`src/pkg/smb_cfg.svh`:
```
// Behaviour
// - Two-hand mute: once first sensor pair is active, released mutable hands keep output on.
// - Two-hand mute ends off when first pair stops or mute limit expires.
// - Releasing any non-mutable hand set during mute turns outputs off.
// - Bidirectional mute needs guard run, mute enable, sensors in sequence within 3 s.
// - During mute, a stop from the muted safeguard leaves outputs on.
// - With a mute limit configured, timer expiry during mute turns outputs off.
// - During mute, a stop from any non-muted safeguard turns outputs off.
// - Bidirectional muting also works with sensors activated in reverse order.
// - Unidirectional: pair one, guard stop, pair two, pair one off keeps output on.
// - Unidirectional wrong order never mutes; output drops when guard stops.
// - Mute on power-up starts a mute cycle if sensors active and guards run.
// - Guard stopped, one sensor active: lamp flashes, bypass starts override, output on.
// - Override ends off on mute limit, sensors inactive, or bypass switch released.
// - Bypass switch to run turns outputs on until bypass timer expires.
// - During bypass, any non-bypassed input in stop turns outputs off.
// - Off-delayed output stays on for the delay after input stop, then off.
// - Input back to run during off-delay abandons the pending turn-off unless latching is enabled.
// - Cancel-delay input during off-delay turns output off immediately.
// - Latched delayed output ignores latch reset during delay, turns off and stays off.
// - Enabling timer expiry turns output off until enabling device cycles stop-run.
// - System reset with enabling device in stop returns control to plain inputs.
// - Jog secondary output on only while enabling device and jog both run.
`ifndef SMB_CFG_SVH
`define SMB_CFG_SVH

// Timing
`define SMB_CLK_HZ 32'h05F5_E100
`define SMB_SEQ_WIN_S 32'h0000_0003
`define SMB_LAMP_HALF_MS 32'h0000_00FA
`define SMB_MS_PER_S 32'h0000_03E8

// Register byte addresses
`define SMB_A_CTRL 12'h000
`define SMB_A_MUTE_T 12'h004
`define SMB_A_BYP_T 12'h008
`define SMB_A_DLY_T 12'h00C
`define SMB_A_EN_T 12'h010
`define SMB_A_STAT 12'h014

// Reset values
`define SMB_CTRL_RST 10'h000
`define SMB_TIME_RST 32'h05F5_E100

// Timer slots
`define SMB_NUM_TMR 5
`define SMB_NUM_TREG 4
`define SMB_T_MUTE 0
`define SMB_T_BYP 1
`define SMB_T_DLY 2
`define SMB_T_EN 3
`define SMB_T_SEQ 4

// Power-up settle
`define SMB_PU_LAST 2'h2
`define SMB_PU_LIVE 2'h3

`endif

```
`src/pkg/smb_pkg.sv`:
```
package smb_pkg;

   typedef enum logic [4:0]
   {
      ST_IDLE = 5'h01,
      ST_ARM = 5'h02,
      ST_MUTE = 5'h04,
      ST_OVRD = 5'h08,
      ST_BYP = 5'h10
   } smb_state_t;

   // Field inputs, high = run / active / pressed
   typedef struct packed
   {
      logic hand;
      logic hand_nm;
      logic first_mute_sensor_pair;
      logic msp2;
      logic guard;
      logic nm_guard;
      logic mute_en;
      logic bypass;
      logic cancel;
      logic latch_rst;
      logic en_dev;
      logic jog;
      logic sys_btn;
   } smb_pins_t;

   typedef struct packed
   {
      logic two_hand;
      logic bidir;
      logic mute_pu;
      logic lim_en;
      logic use_men;
      logic mdo_en;
      logic latch_en;
      logic jog_en;
      logic dly_en;
      logic en_fn;
   } smb_ctrl_t;

   typedef struct packed
   {
      logic psel;
      logic penable;
      logic pwrite;
      logic [11:0] paddr;
      logic [31:0] pwdata;
   } smb_apb_req_t;

   typedef struct packed
   {
      logic [31:0] prdata;
      logic pready;
      logic pslverr;
   } smb_apb_rsp_t;

endpackage

```
`src/verilog/smb_timer.sv`:
```
`timescale 1ns/1ns
module smb_timer
(
   // Clock and reset
   input wire logic i_clk,
   input wire logic i_sys_rst,
   // Control
   input wire logic i_start,
   input wire logic i_run,
   input wire logic [31:0] i_load,
   // Status
   output logic o_done
);
   logic [31:0] cnt;
   logic active;

   // Dropping i_run abandons the count, so a stale expiry never fires later
   always_ff @(posedge i_clk)
   begin
      if (i_sys_rst)
      begin
         cnt <= 32'h0;
         active <= 1'b0;
         o_done <= 1'b0;
      end
      else if (i_start)
      begin
         cnt <= i_load;
         active <= 1'b1;
         o_done <= 1'b0;
      end
      else if (!i_run)
      begin
         active <= 1'b0;
         o_done <= 1'b0;
      end
      else if (active && cnt == 32'h0)
      begin
         active <= 1'b0;
         o_done <= 1'b1;
      end
      // Done is a one-cycle pulse, so a finished count never reads as a fresh expiry
      else
      begin
         o_done <= 1'b0;
         if (active)
            cnt <= cnt - 32'h1;
      end
   end
endmodule

```
`src/verilog/smb_top.sv`:
```
`timescale 1ns/1ns
`include "smb_cfg.svh"
module smb_top
#(
   parameter logic [31:0] SEQ_CYCLES = `SMB_SEQ_WIN_S * `SMB_CLK_HZ,
   parameter logic [31:0] LAMP_CYCLES = `SMB_LAMP_HALF_MS * (`SMB_CLK_HZ / `SMB_MS_PER_S)
)
(
   // Clock and reset
   input wire logic i_clk,
   input wire logic i_sys_rst,
   // APB slave
   input wire smb_pkg::smb_apb_req_t i_apb,
   output smb_pkg::smb_apb_rsp_t o_apb,
   // Field inputs, asynchronous
   input wire smb_pkg::smb_pins_t i_pins,
   // Safety outputs and lamp
   output logic o_so1,
   output logic o_so2,
   output logic o_mute_lamp
);
   smb_pkg::smb_pins_t meta;
   smb_pkg::smb_pins_t s;
   smb_pkg::smb_pins_t p;
   smb_pkg::smb_ctrl_t ctrl;
   smb_pkg::smb_state_t st;
   smb_pkg::smb_state_t next_st;
   logic [31:0] treg [0:`SMB_NUM_TREG-1];
   logic [31:0] tload [0:`SMB_NUM_TMR-1];
   logic [`SMB_NUM_TMR-1:0] tstart;
   logic [`SMB_NUM_TMR-1:0] trun;
   logic [`SMB_NUM_TMR-1:0] tdone;
   logic [1:0] pu_cnt;
   logic pu_live;
   logic dir;
   logic trip;
   logic th_arm;
   logic th_run;
   logic en_mode;
   logic en_lock;
   logic dly;
   logic lat_off;
   logic raw_in;
   logic raw;
   logic mute_ok;
   logic mute_end;
   logic ovrd_end;
   logic lrst;
   logic flash;
   logic blink;
   logic [31:0] lamp_cnt;
   logic acc;

   function automatic logic rise(input logic cur, input logic prev);
      rise = cur && !prev;
   endfunction

   function automatic logic addr_ok(input logic [11:0] a);
      addr_ok = (a == `SMB_A_CTRL) || (a == `SMB_A_MUTE_T) || (a == `SMB_A_BYP_T) ||
                (a == `SMB_A_DLY_T) || (a == `SMB_A_EN_T) || (a == `SMB_A_STAT);
   endfunction

   // Two-stage synchroniser on every field input
   always_ff @(posedge i_clk)
   begin
      if (i_sys_rst)
      begin
         meta <= '0;
         s <= '0;
      end
      else
      begin
         meta <= i_pins;
         s <= meta;
      end
   end

   // Previous values read as all-active until settled, so held inputs never look like edges
   always_ff @(posedge i_clk)
   begin
      if (i_sys_rst || !pu_live)
         p <= '1;
      else
         p <= s;
   end

   always_ff @(posedge i_clk)
   begin
      if (i_sys_rst)
         pu_cnt <= 2'h0;
      else if (!pu_live)
         pu_cnt <= pu_cnt + 2'h1;
   end

   assign pu_live = (pu_cnt == `SMB_PU_LIVE);
   assign mute_ok = s.guard && (s.mute_en || !ctrl.use_men);
   assign lrst = rise(s.latch_rst, p.latch_rst);

   always_comb
   begin
      if (ctrl.two_hand)
         mute_end = !s.first_mute_sensor_pair || (ctrl.lim_en && tdone[`SMB_T_MUTE]) || !s.hand_nm || !s.nm_guard;
      else
         mute_end = (!s.first_mute_sensor_pair && !s.msp2) || (ctrl.lim_en && tdone[`SMB_T_MUTE]) || !s.nm_guard;
      ovrd_end = (ctrl.lim_en && tdone[`SMB_T_MUTE]) || (!s.first_mute_sensor_pair && !s.msp2) || !s.bypass;
   end

   always_comb
   begin
      next_st = st;
      case (st)
         smb_pkg::ST_IDLE:
         begin
            if (!pu_live)
            begin
               if (pu_cnt == `SMB_PU_LAST && ctrl.mute_pu && !ctrl.two_hand && mute_ok &&
                   s.nm_guard && (s.first_mute_sensor_pair || s.msp2))
                  next_st = smb_pkg::ST_MUTE;
            end
            else if (ctrl.mdo_en && !s.guard && (s.first_mute_sensor_pair || s.msp2) && rise(s.bypass, p.bypass))
               next_st = smb_pkg::ST_OVRD;
            else if (!ctrl.mdo_en && rise(s.bypass, p.bypass))
               next_st = smb_pkg::ST_BYP;
            else if (ctrl.two_hand && th_run && s.first_mute_sensor_pair)
               next_st = smb_pkg::ST_MUTE;
            else if (!ctrl.two_hand && mute_ok && !trip)
            begin
               if (rise(s.first_mute_sensor_pair, p.first_mute_sensor_pair) && !s.msp2)
                  next_st = ctrl.bidir ? smb_pkg::ST_ARM : smb_pkg::ST_MUTE;
               else if (ctrl.bidir && rise(s.msp2, p.msp2) && !s.first_mute_sensor_pair)
                  next_st = smb_pkg::ST_ARM;
            end
         end
         smb_pkg::ST_ARM:
         begin
            if (!mute_ok || tdone[`SMB_T_SEQ])
               next_st = smb_pkg::ST_IDLE;
            else if (dir ? s.first_mute_sensor_pair : s.msp2)
               next_st = smb_pkg::ST_MUTE;
            else if (!s.first_mute_sensor_pair && !s.msp2)
               next_st = smb_pkg::ST_IDLE;
         end
         smb_pkg::ST_MUTE:
         begin
            if (mute_end)
               next_st = smb_pkg::ST_IDLE;
         end
         smb_pkg::ST_OVRD:
         begin
            if (ovrd_end)
               next_st = smb_pkg::ST_IDLE;
         end
         smb_pkg::ST_BYP:
         begin
            if (tdone[`SMB_T_BYP] || !s.bypass)
               next_st = smb_pkg::ST_IDLE;
         end
         default:
            next_st = smb_pkg::ST_IDLE;
      endcase
   end

   always_ff @(posedge i_clk)
   begin
      if (i_sys_rst)
         st <= smb_pkg::ST_IDLE;
      else
         st <= next_st;
   end

   always_ff @(posedge i_clk)
   begin
      if (i_sys_rst)
         dir <= 1'b0;
      else if (st == smb_pkg::ST_IDLE && next_st == smb_pkg::ST_ARM)
         dir <= s.msp2;
   end

   // A mute cut short by its limit keeps the output off until the sensors clear
   always_ff @(posedge i_clk)
   begin
      if (i_sys_rst)
         trip <= 1'b0;
      else if (st == smb_pkg::ST_MUTE && next_st == smb_pkg::ST_IDLE && ctrl.lim_en && tdone[`SMB_T_MUTE])
         trip <= 1'b1;
      else if (!s.first_mute_sensor_pair && !s.msp2)
         trip <= 1'b0;
   end

   // Two-hand needs a full release before each cycle; after reset the cleared synchroniser arms it without one
   always_ff @(posedge i_clk)
   begin
      if (i_sys_rst)
         th_arm <= 1'b0;
      else if (!s.hand && !s.hand_nm)
         th_arm <= 1'b1;
      else if (th_run)
         th_arm <= 1'b0;
   end

   always_ff @(posedge i_clk)
   begin
      if (i_sys_rst)
         th_run <= 1'b0;
      else if (st == smb_pkg::ST_MUTE && next_st != smb_pkg::ST_MUTE)
         th_run <= 1'b0;
      else if (st != smb_pkg::ST_MUTE && !(s.hand && s.hand_nm && s.guard))
         th_run <= 1'b0;
      else if (th_arm && s.hand && s.hand_nm && s.guard)
         th_run <= 1'b1;
   end

   always_ff @(posedge i_clk)
   begin
      if (i_sys_rst || !ctrl.en_fn)
      begin
         en_mode <= 1'b0;
         en_lock <= 1'b0;
      end
      else if (rise(s.sys_btn, p.sys_btn) && !s.en_dev)
      begin
         en_mode <= 1'b0;
         en_lock <= 1'b0;
      end
      else if (rise(s.en_dev, p.en_dev))
      begin
         en_mode <= 1'b1;
         en_lock <= 1'b0;
      end
      else if (en_mode && s.en_dev && tdone[`SMB_T_EN])
         en_lock <= 1'b1;
   end

   always_comb
   begin
      case (st)
         smb_pkg::ST_MUTE:
            raw_in = ctrl.two_hand ? s.hand_nm : 1'b1;
         smb_pkg::ST_OVRD, smb_pkg::ST_BYP:
            raw_in = 1'b1;
         default:
            raw_in = ctrl.two_hand ? th_run : (s.guard && !trip);
      endcase
      if (ctrl.en_fn && en_mode)
         raw = s.en_dev && !en_lock && s.nm_guard;
      else
         raw = raw_in && s.nm_guard;
   end

   always_ff @(posedge i_clk)
   begin
      if (i_sys_rst)
      begin
         o_so1 <= 1'b0;
         dly <= 1'b0;
         lat_off <= 1'b1;
      end
      else if (dly)
      begin
         if (s.cancel || tdone[`SMB_T_DLY])
         begin
            o_so1 <= 1'b0;
            dly <= 1'b0;
            lat_off <= 1'b1;
         end
         else if (raw && !ctrl.latch_en)
            dly <= 1'b0;
      end
      else if (o_so1)
      begin
         if (!raw && ctrl.dly_en)
            dly <= 1'b1;
         else if (!raw)
         begin
            o_so1 <= 1'b0;
            lat_off <= 1'b1;
         end
      end
      else if (raw && (!ctrl.latch_en || !lat_off))
         o_so1 <= 1'b1;
      else if (raw && lrst)
         lat_off <= 1'b0;
   end

   always_ff @(posedge i_clk)
   begin
      if (i_sys_rst)
         o_so2 <= 1'b0;
      else
         o_so2 <= ctrl.jog_en && s.en_dev && s.jog;
   end

   // lamp flashes while override is possible
   assign flash = (st == smb_pkg::ST_OVRD) ||
                  (ctrl.mdo_en && st == smb_pkg::ST_IDLE && !s.guard && (s.first_mute_sensor_pair || s.msp2));

   always_ff @(posedge i_clk)
   begin
      if (i_sys_rst || !flash)
      begin
         lamp_cnt <= 32'h0;
         blink <= 1'b0;
      end
      else if (lamp_cnt == LAMP_CYCLES - 32'h1)
      begin
         lamp_cnt <= 32'h0;
         blink <= !blink;
      end
      else
         lamp_cnt <= lamp_cnt + 32'h1;
   end

   always_ff @(posedge i_clk)
   begin
      if (i_sys_rst)
         o_mute_lamp <= 1'b0;
      else
         o_mute_lamp <= (st == smb_pkg::ST_MUTE) || (flash && !blink);
   end

   assign tstart[`SMB_T_MUTE] = (next_st == smb_pkg::ST_MUTE || next_st == smb_pkg::ST_OVRD) && next_st != st;
   assign tstart[`SMB_T_BYP] = next_st == smb_pkg::ST_BYP && st != smb_pkg::ST_BYP;
   assign tstart[`SMB_T_DLY] = o_so1 && !dly && !raw && ctrl.dly_en;
   assign tstart[`SMB_T_EN] = ctrl.en_fn && rise(s.en_dev, p.en_dev);
   assign tstart[`SMB_T_SEQ] = next_st == smb_pkg::ST_ARM && st != smb_pkg::ST_ARM;
   assign trun[`SMB_T_MUTE] = st == smb_pkg::ST_MUTE || st == smb_pkg::ST_OVRD;
   assign trun[`SMB_T_BYP] = st == smb_pkg::ST_BYP;
   assign trun[`SMB_T_DLY] = dly;
   assign trun[`SMB_T_EN] = en_mode && s.en_dev;
   assign trun[`SMB_T_SEQ] = st == smb_pkg::ST_ARM;
   assign tload[`SMB_T_MUTE] = treg[`SMB_T_MUTE];
   assign tload[`SMB_T_BYP] = treg[`SMB_T_BYP];
   assign tload[`SMB_T_DLY] = treg[`SMB_T_DLY];
   assign tload[`SMB_T_EN] = treg[`SMB_T_EN];
   assign tload[`SMB_T_SEQ] = SEQ_CYCLES;

   genvar gi;
   generate
      for (gi = 0; gi < `SMB_NUM_TMR; gi++)
      begin : g_tmr
         smb_timer u_tmr
         (
            .i_clk(i_clk),
            .i_sys_rst(i_sys_rst),
            .i_start(tstart[gi]),
            .i_run(trun[gi]),
            .i_load(tload[gi]),
            .o_done(tdone[gi])
         );
      end
   endgenerate

   // APB: one wait state, writes land on the completing edge
   assign acc = i_apb.psel && i_apb.penable;

   always_ff @(posedge i_clk)
   begin
      if (i_sys_rst)
      begin
         o_apb <= '0;
         ctrl <= `SMB_CTRL_RST;
         for (int i = 0; i < `SMB_NUM_TREG; i++)
            treg[i] <= `SMB_TIME_RST;
      end
      else
      begin
         o_apb.pready <= acc && !o_apb.pready;
         if (acc && !o_apb.pready)
         begin
            o_apb.pslverr <= !addr_ok(i_apb.paddr);
            case (i_apb.paddr)
               `SMB_A_CTRL: o_apb.prdata <= {22'h0, ctrl};
               `SMB_A_MUTE_T: o_apb.prdata <= treg[`SMB_T_MUTE];
               `SMB_A_BYP_T: o_apb.prdata <= treg[`SMB_T_BYP];
               `SMB_A_DLY_T: o_apb.prdata <= treg[`SMB_T_DLY];
               `SMB_A_EN_T: o_apb.prdata <= treg[`SMB_T_EN];
               `SMB_A_STAT: o_apb.prdata <= {18'h0, st, dir, trip, th_run, en_mode, en_lock, dly,
                                             lat_off, o_so2, o_so1};
               default: o_apb.prdata <= 32'h0;
            endcase
         end
         if (acc && o_apb.pready && i_apb.pwrite)
         begin
            case (i_apb.paddr)
               `SMB_A_CTRL: ctrl <= i_apb.pwdata[9:0];
               `SMB_A_MUTE_T: treg[`SMB_T_MUTE] <= i_apb.pwdata;
               `SMB_A_BYP_T: treg[`SMB_T_BYP] <= i_apb.pwdata;
               `SMB_A_DLY_T: treg[`SMB_T_DLY] <= i_apb.pwdata;
               `SMB_A_EN_T: treg[`SMB_T_EN] <= i_apb.pwdata;
               default: ;
            endcase
         end
      end
   end
endmodule

```
`config.mk`:
```
export PLATFORM = sky130hd
export DESIGN_NAME = smb_top
export DESIGN_NICKNAME = d
export VERILOG_FILES = /design/src/pkg/smb_pkg.sv /design/src/verilog/smb_timer.sv /design/src/verilog/smb_top.sv
export VERILOG_INCLUDE_DIRS = /design/src /design/src/pkg
export SDC_FILE = /design/constraint.sdc
export NUM_CORES = 1
export LEC_CHECK = 0
export BUFFER_PORTS_ARGS = -buffer_cell sky130_fd_sc_hd__buf_2
export CAP_MARGIN = 25
export CORE_MARGIN = 1
export CORE_UTILIZATION = 37
export CTS_CLUSTER_SIZE = 10
export DETAILED_ROUTE_END_ITERATION = 8
export GPL_TIMING_DRIVEN = 0
export PLACE_DENSITY_LB_ADDON = 0.25
export SKIP_LAST_GASP = 1
export SLEW_MARGIN = 25
export SYNTH_ARGS = -nofsm -noshare
export SYNTH_HDL_FRONTEND = slang
export SYNTH_SLANG_ARGS = --single-unit
```
`constraint.sdc`:
```
create_clock -name i_clk -period 3.6 [get_ports i_clk]
set_clock_uncertainty 0.2 [all_clocks]
set_input_delay 0.18 -clock i_clk [delete_from_list [all_inputs] [get_ports i_clk]]
set_output_delay 0.18 -clock i_clk [all_outputs]
set_load 0.02 [all_outputs]
```
==> flow_summary.toml <==
[outcome]
status = "finished with violations"
violations = "DRC"

[clock_network]
clock_path_buffers = 3
cts_inserted_buffers = 50
cts_max_level = 2
cts_tree = "built"
clkSlewWorstSetupHoldPaths_ns = 0.06
insertion_delay_ns = 0.60
cts_sinks = 425
cts_root_buf = "clkbuf_16"

[finish]
final_common_cell = "dfxtp_1"
layoutNonFillerInstCount = 2971
regArea_um2 = 9790
layout-drive-gt1-share = 0.0904
fill_cells = 4993
final_util = 0.443
layout_common_cells = "dfxtp_1 (297), nor2_1 (247), nand2_1 (162)"
multi_input_area_um2 = 9000
nNetsFinal = 2326
area.growth.synth_to_final_pct = 18.0

[setup_path]
worst_setup_path_end_kind = "register"
required_ns = 3.90
slowest_stage = "buf_1"
regToRegSetupSlack_ns = 0.21
critical_path_class = "register to register"
max_stage_delay_ns = 0.50
start_kind = "register"
path_cells = "buf_1 > nand3_1 > a21oi_1 > and2_1 > clkbuf_1 > clkbuf_1 > nand2_1 > a31oi_1"
timing.critical_path.buf_inv = 3
critPathArrivalTime_ns = 3.69
path_delay_family = "buffers and inverters"
crit_top_cell = "clkbuf_1"
path_max_fanout = 10

[timing]
rsz0062_at_grt = "no"
period_needed_ns = 3.39
setup_viol = 0
tightest_slew_ns = 1.11
slew_headroom = 0.260
hold_ws_ns = 0.0997
fin_crit_sh = 0.940
drv_slew = 0
clock.fmax_ghz = 0.295
setup-tns-final_ns = 0
finalHoldViolCount = 0

[place]
io_buffers = 96
gp_congestion = 0.920
dp_hpwl_um = 50300
place_inst = 2836

[yosys]
yosys_warnings = 0
ys_seq_area_frac = 0.508
synth_edf_count = 128
synth_flop_cell = "dfxtp_1"
avgSynthCellArea_um2 = 9.37
syn_area_um2 = 19300
synth-seq-cells = 425
synth_fp_nets = 2128
ys_async_sr_fraction = 0
yosys.cell_types.count = 76
syn_inst = 2058

[floorplanning]
ios = 99
start_util = 0.375
rows = 83
dieWidth_um = 230
design.core.area_um2 = 51400
die-area_um2 = 53000
die_h_um = 230

[global_routing]
grt_usage = 0.250
grt_pass1_wl_um = 101000
grt_max_degree = 33
overflow = 0
antenna_found_initial = 0
grt_pass1_vias = 16400

[detailed_routing]
drc = 3
wl_um = 67700
route.met2.wl_um = 30100
antenna_left = 0
wl_met1_um = 29000
drtIter0Drc = 1996
vias_per_cell = 5.86
met3_length_um = 6020
avgRoutedWirePerCell_um = 22.8
vias = 17400
top_layer = "met4"
first_pass_iters = 9

[power_and_ir_drop]
irDropWorstVdd_uv = 345
power_density_nw_per_um2 = 482
cellLeakagePower_uw = 0.00778

[job]
maxCapViolCount = 0

[hold_path]
hold_class = "input pin to register"
## final timing paths
| path | from | to | depth (start not counted) |
|---|---|---|---|
| max | st[0]$_SDFF_PP1_ | g_tmr[1].u_tmr.cnt[12]$_SDFFE_PP0P_ | 8 |
| min | i_apb[34] | o_apb[12]$_SDFFE_PP0P_ | 5 |
| max reg2reg | st[0]$_SDFF_PP1_ | g_tmr[1].u_tmr.cnt[12]$_SDFFE_PP0P_ | 8 |
| min reg2reg | lamp_cnt[0]$_SDFF_PP0_ | lamp_cnt[0]$_SDFF_PP0_ | 1 |
## power by group
part / internal, µW / switching (µW)
registers: 5050 / 121
logic: 329 / 644
clock network: 2810 / 2010
## cells in the mapped netlist, drive strengths merged (5+ instances only)
master | number | area (µm²)
a211oi | 45 | 343
a21o | 10 | 75.1
a21oi | 143 | 716
a221oi | 18 | 158
a222oi | 34 | 340
a22oi | 19 | 143
a2bb2oi | 5 | 43.8
a311oi | 14 | 123
a31oi | 29 | 181
and2 | 94 | 588
and3 | 13 | 81.3
and4 | 11 | 96.3
buf | 14 | 70.1
clkbuf | 104 | 390
dfxtp | 297 | 5950
edfxtp | 128 | 3840
ha | 8 | 100
inv | 31 | 116
nand2 | 162 | 608
nand2b | 60 | 375
nand3 | 48 | 240
nand3b | 14 | 105
nand4 | 25 | 156
nor2 | 248 | 931
nor2b | 32 | 200
nor3 | 70 | 372
nor4 | 40 | 256
nor4b | 7 | 67.6
o211ai | 26 | 195
o21ai | 33 | 165
o22ai | 6 | 37.5
o311ai | 19 | 166
o31ai | 6 | 45.0
or2 | 13 | 83.8
or3 | 38 | 243
or4 | 30 | 233
xnor2 | 55 | 482
xor2 | 54 | 473
## cells by family after synthesis
| logic type | after synthesis | synth area share |
|---|---|---|
| fa+ha+maj | 8 | 0.00519 |
| flops | 425 | 0.508 |
| compound gates | 442 | 0.158 |
| xor+xnor | 109 | 0.0495 |
| buf+inv | 149 | 0.0299 |
| simple gates | 920 | 0.247 |
| mux | 5 | 0.00266 |
## metal layers
metal / global-route usage / up-vias
li1: - / 7936
met1: 0.347 / 8489
met2: 0.390 / 865
met3: 0.0363 / 131
met4: 0.0950 / 0
met5: 0 / -
## state kept, by name (all words and copies together) (netlist names), 2 cells and up
register,flops
ctrl,10
g_tmr.u_tmr.active,5
g_tmr.u_tmr.cnt,160
g_tmr.u_tmr.o_done,5
lamp_cnt,32
meta,13
o_apb,34
p,6
pu_cnt,2
s,13
st,5
treg,128
## tightest hold or removal path: stages
cell	delay (ns)
buf_2	0.17
nor4b_2	0.12
a22oi_1	0.19
a21o_1	0.13
a21oi_1	0.05
## timing repair
item	CTS	global route
endpoints found under the hold margin	154	0
hold buffers	48	0
endpoints found under the setup margin	2	40
buffers inserted	0	0
resized for setup	1	13
## metrics by stage
step / area [µm²] / setup WS, ns / total power, µW
floorplan: 19300 / 0.578 / 5800
global placement: 20600 / -0.560 / 6140
detailed placement: 20700 / -0.0872 / 6160
CTS: 22700 / 0.0139 / 11000
global route: 22800 / 0.00210 / 11300
finish: 22800 / 0.215 / 11000
## area by class of cell
class,instances,area share
Clock buffer,84,0.0660
Antenna cell,1,0.000110
Multi-Input combinational cell,1484,0.396
Inverter,31,0.00511
Tap cell,680,0.0374
Timing Repair Buffer,146,0.0447
Sequential cell,425,0.430
Clock inverter,2,0.000440
Buffer,118,0.0203
Note: power is estimated with default switching activity, not from simulation.
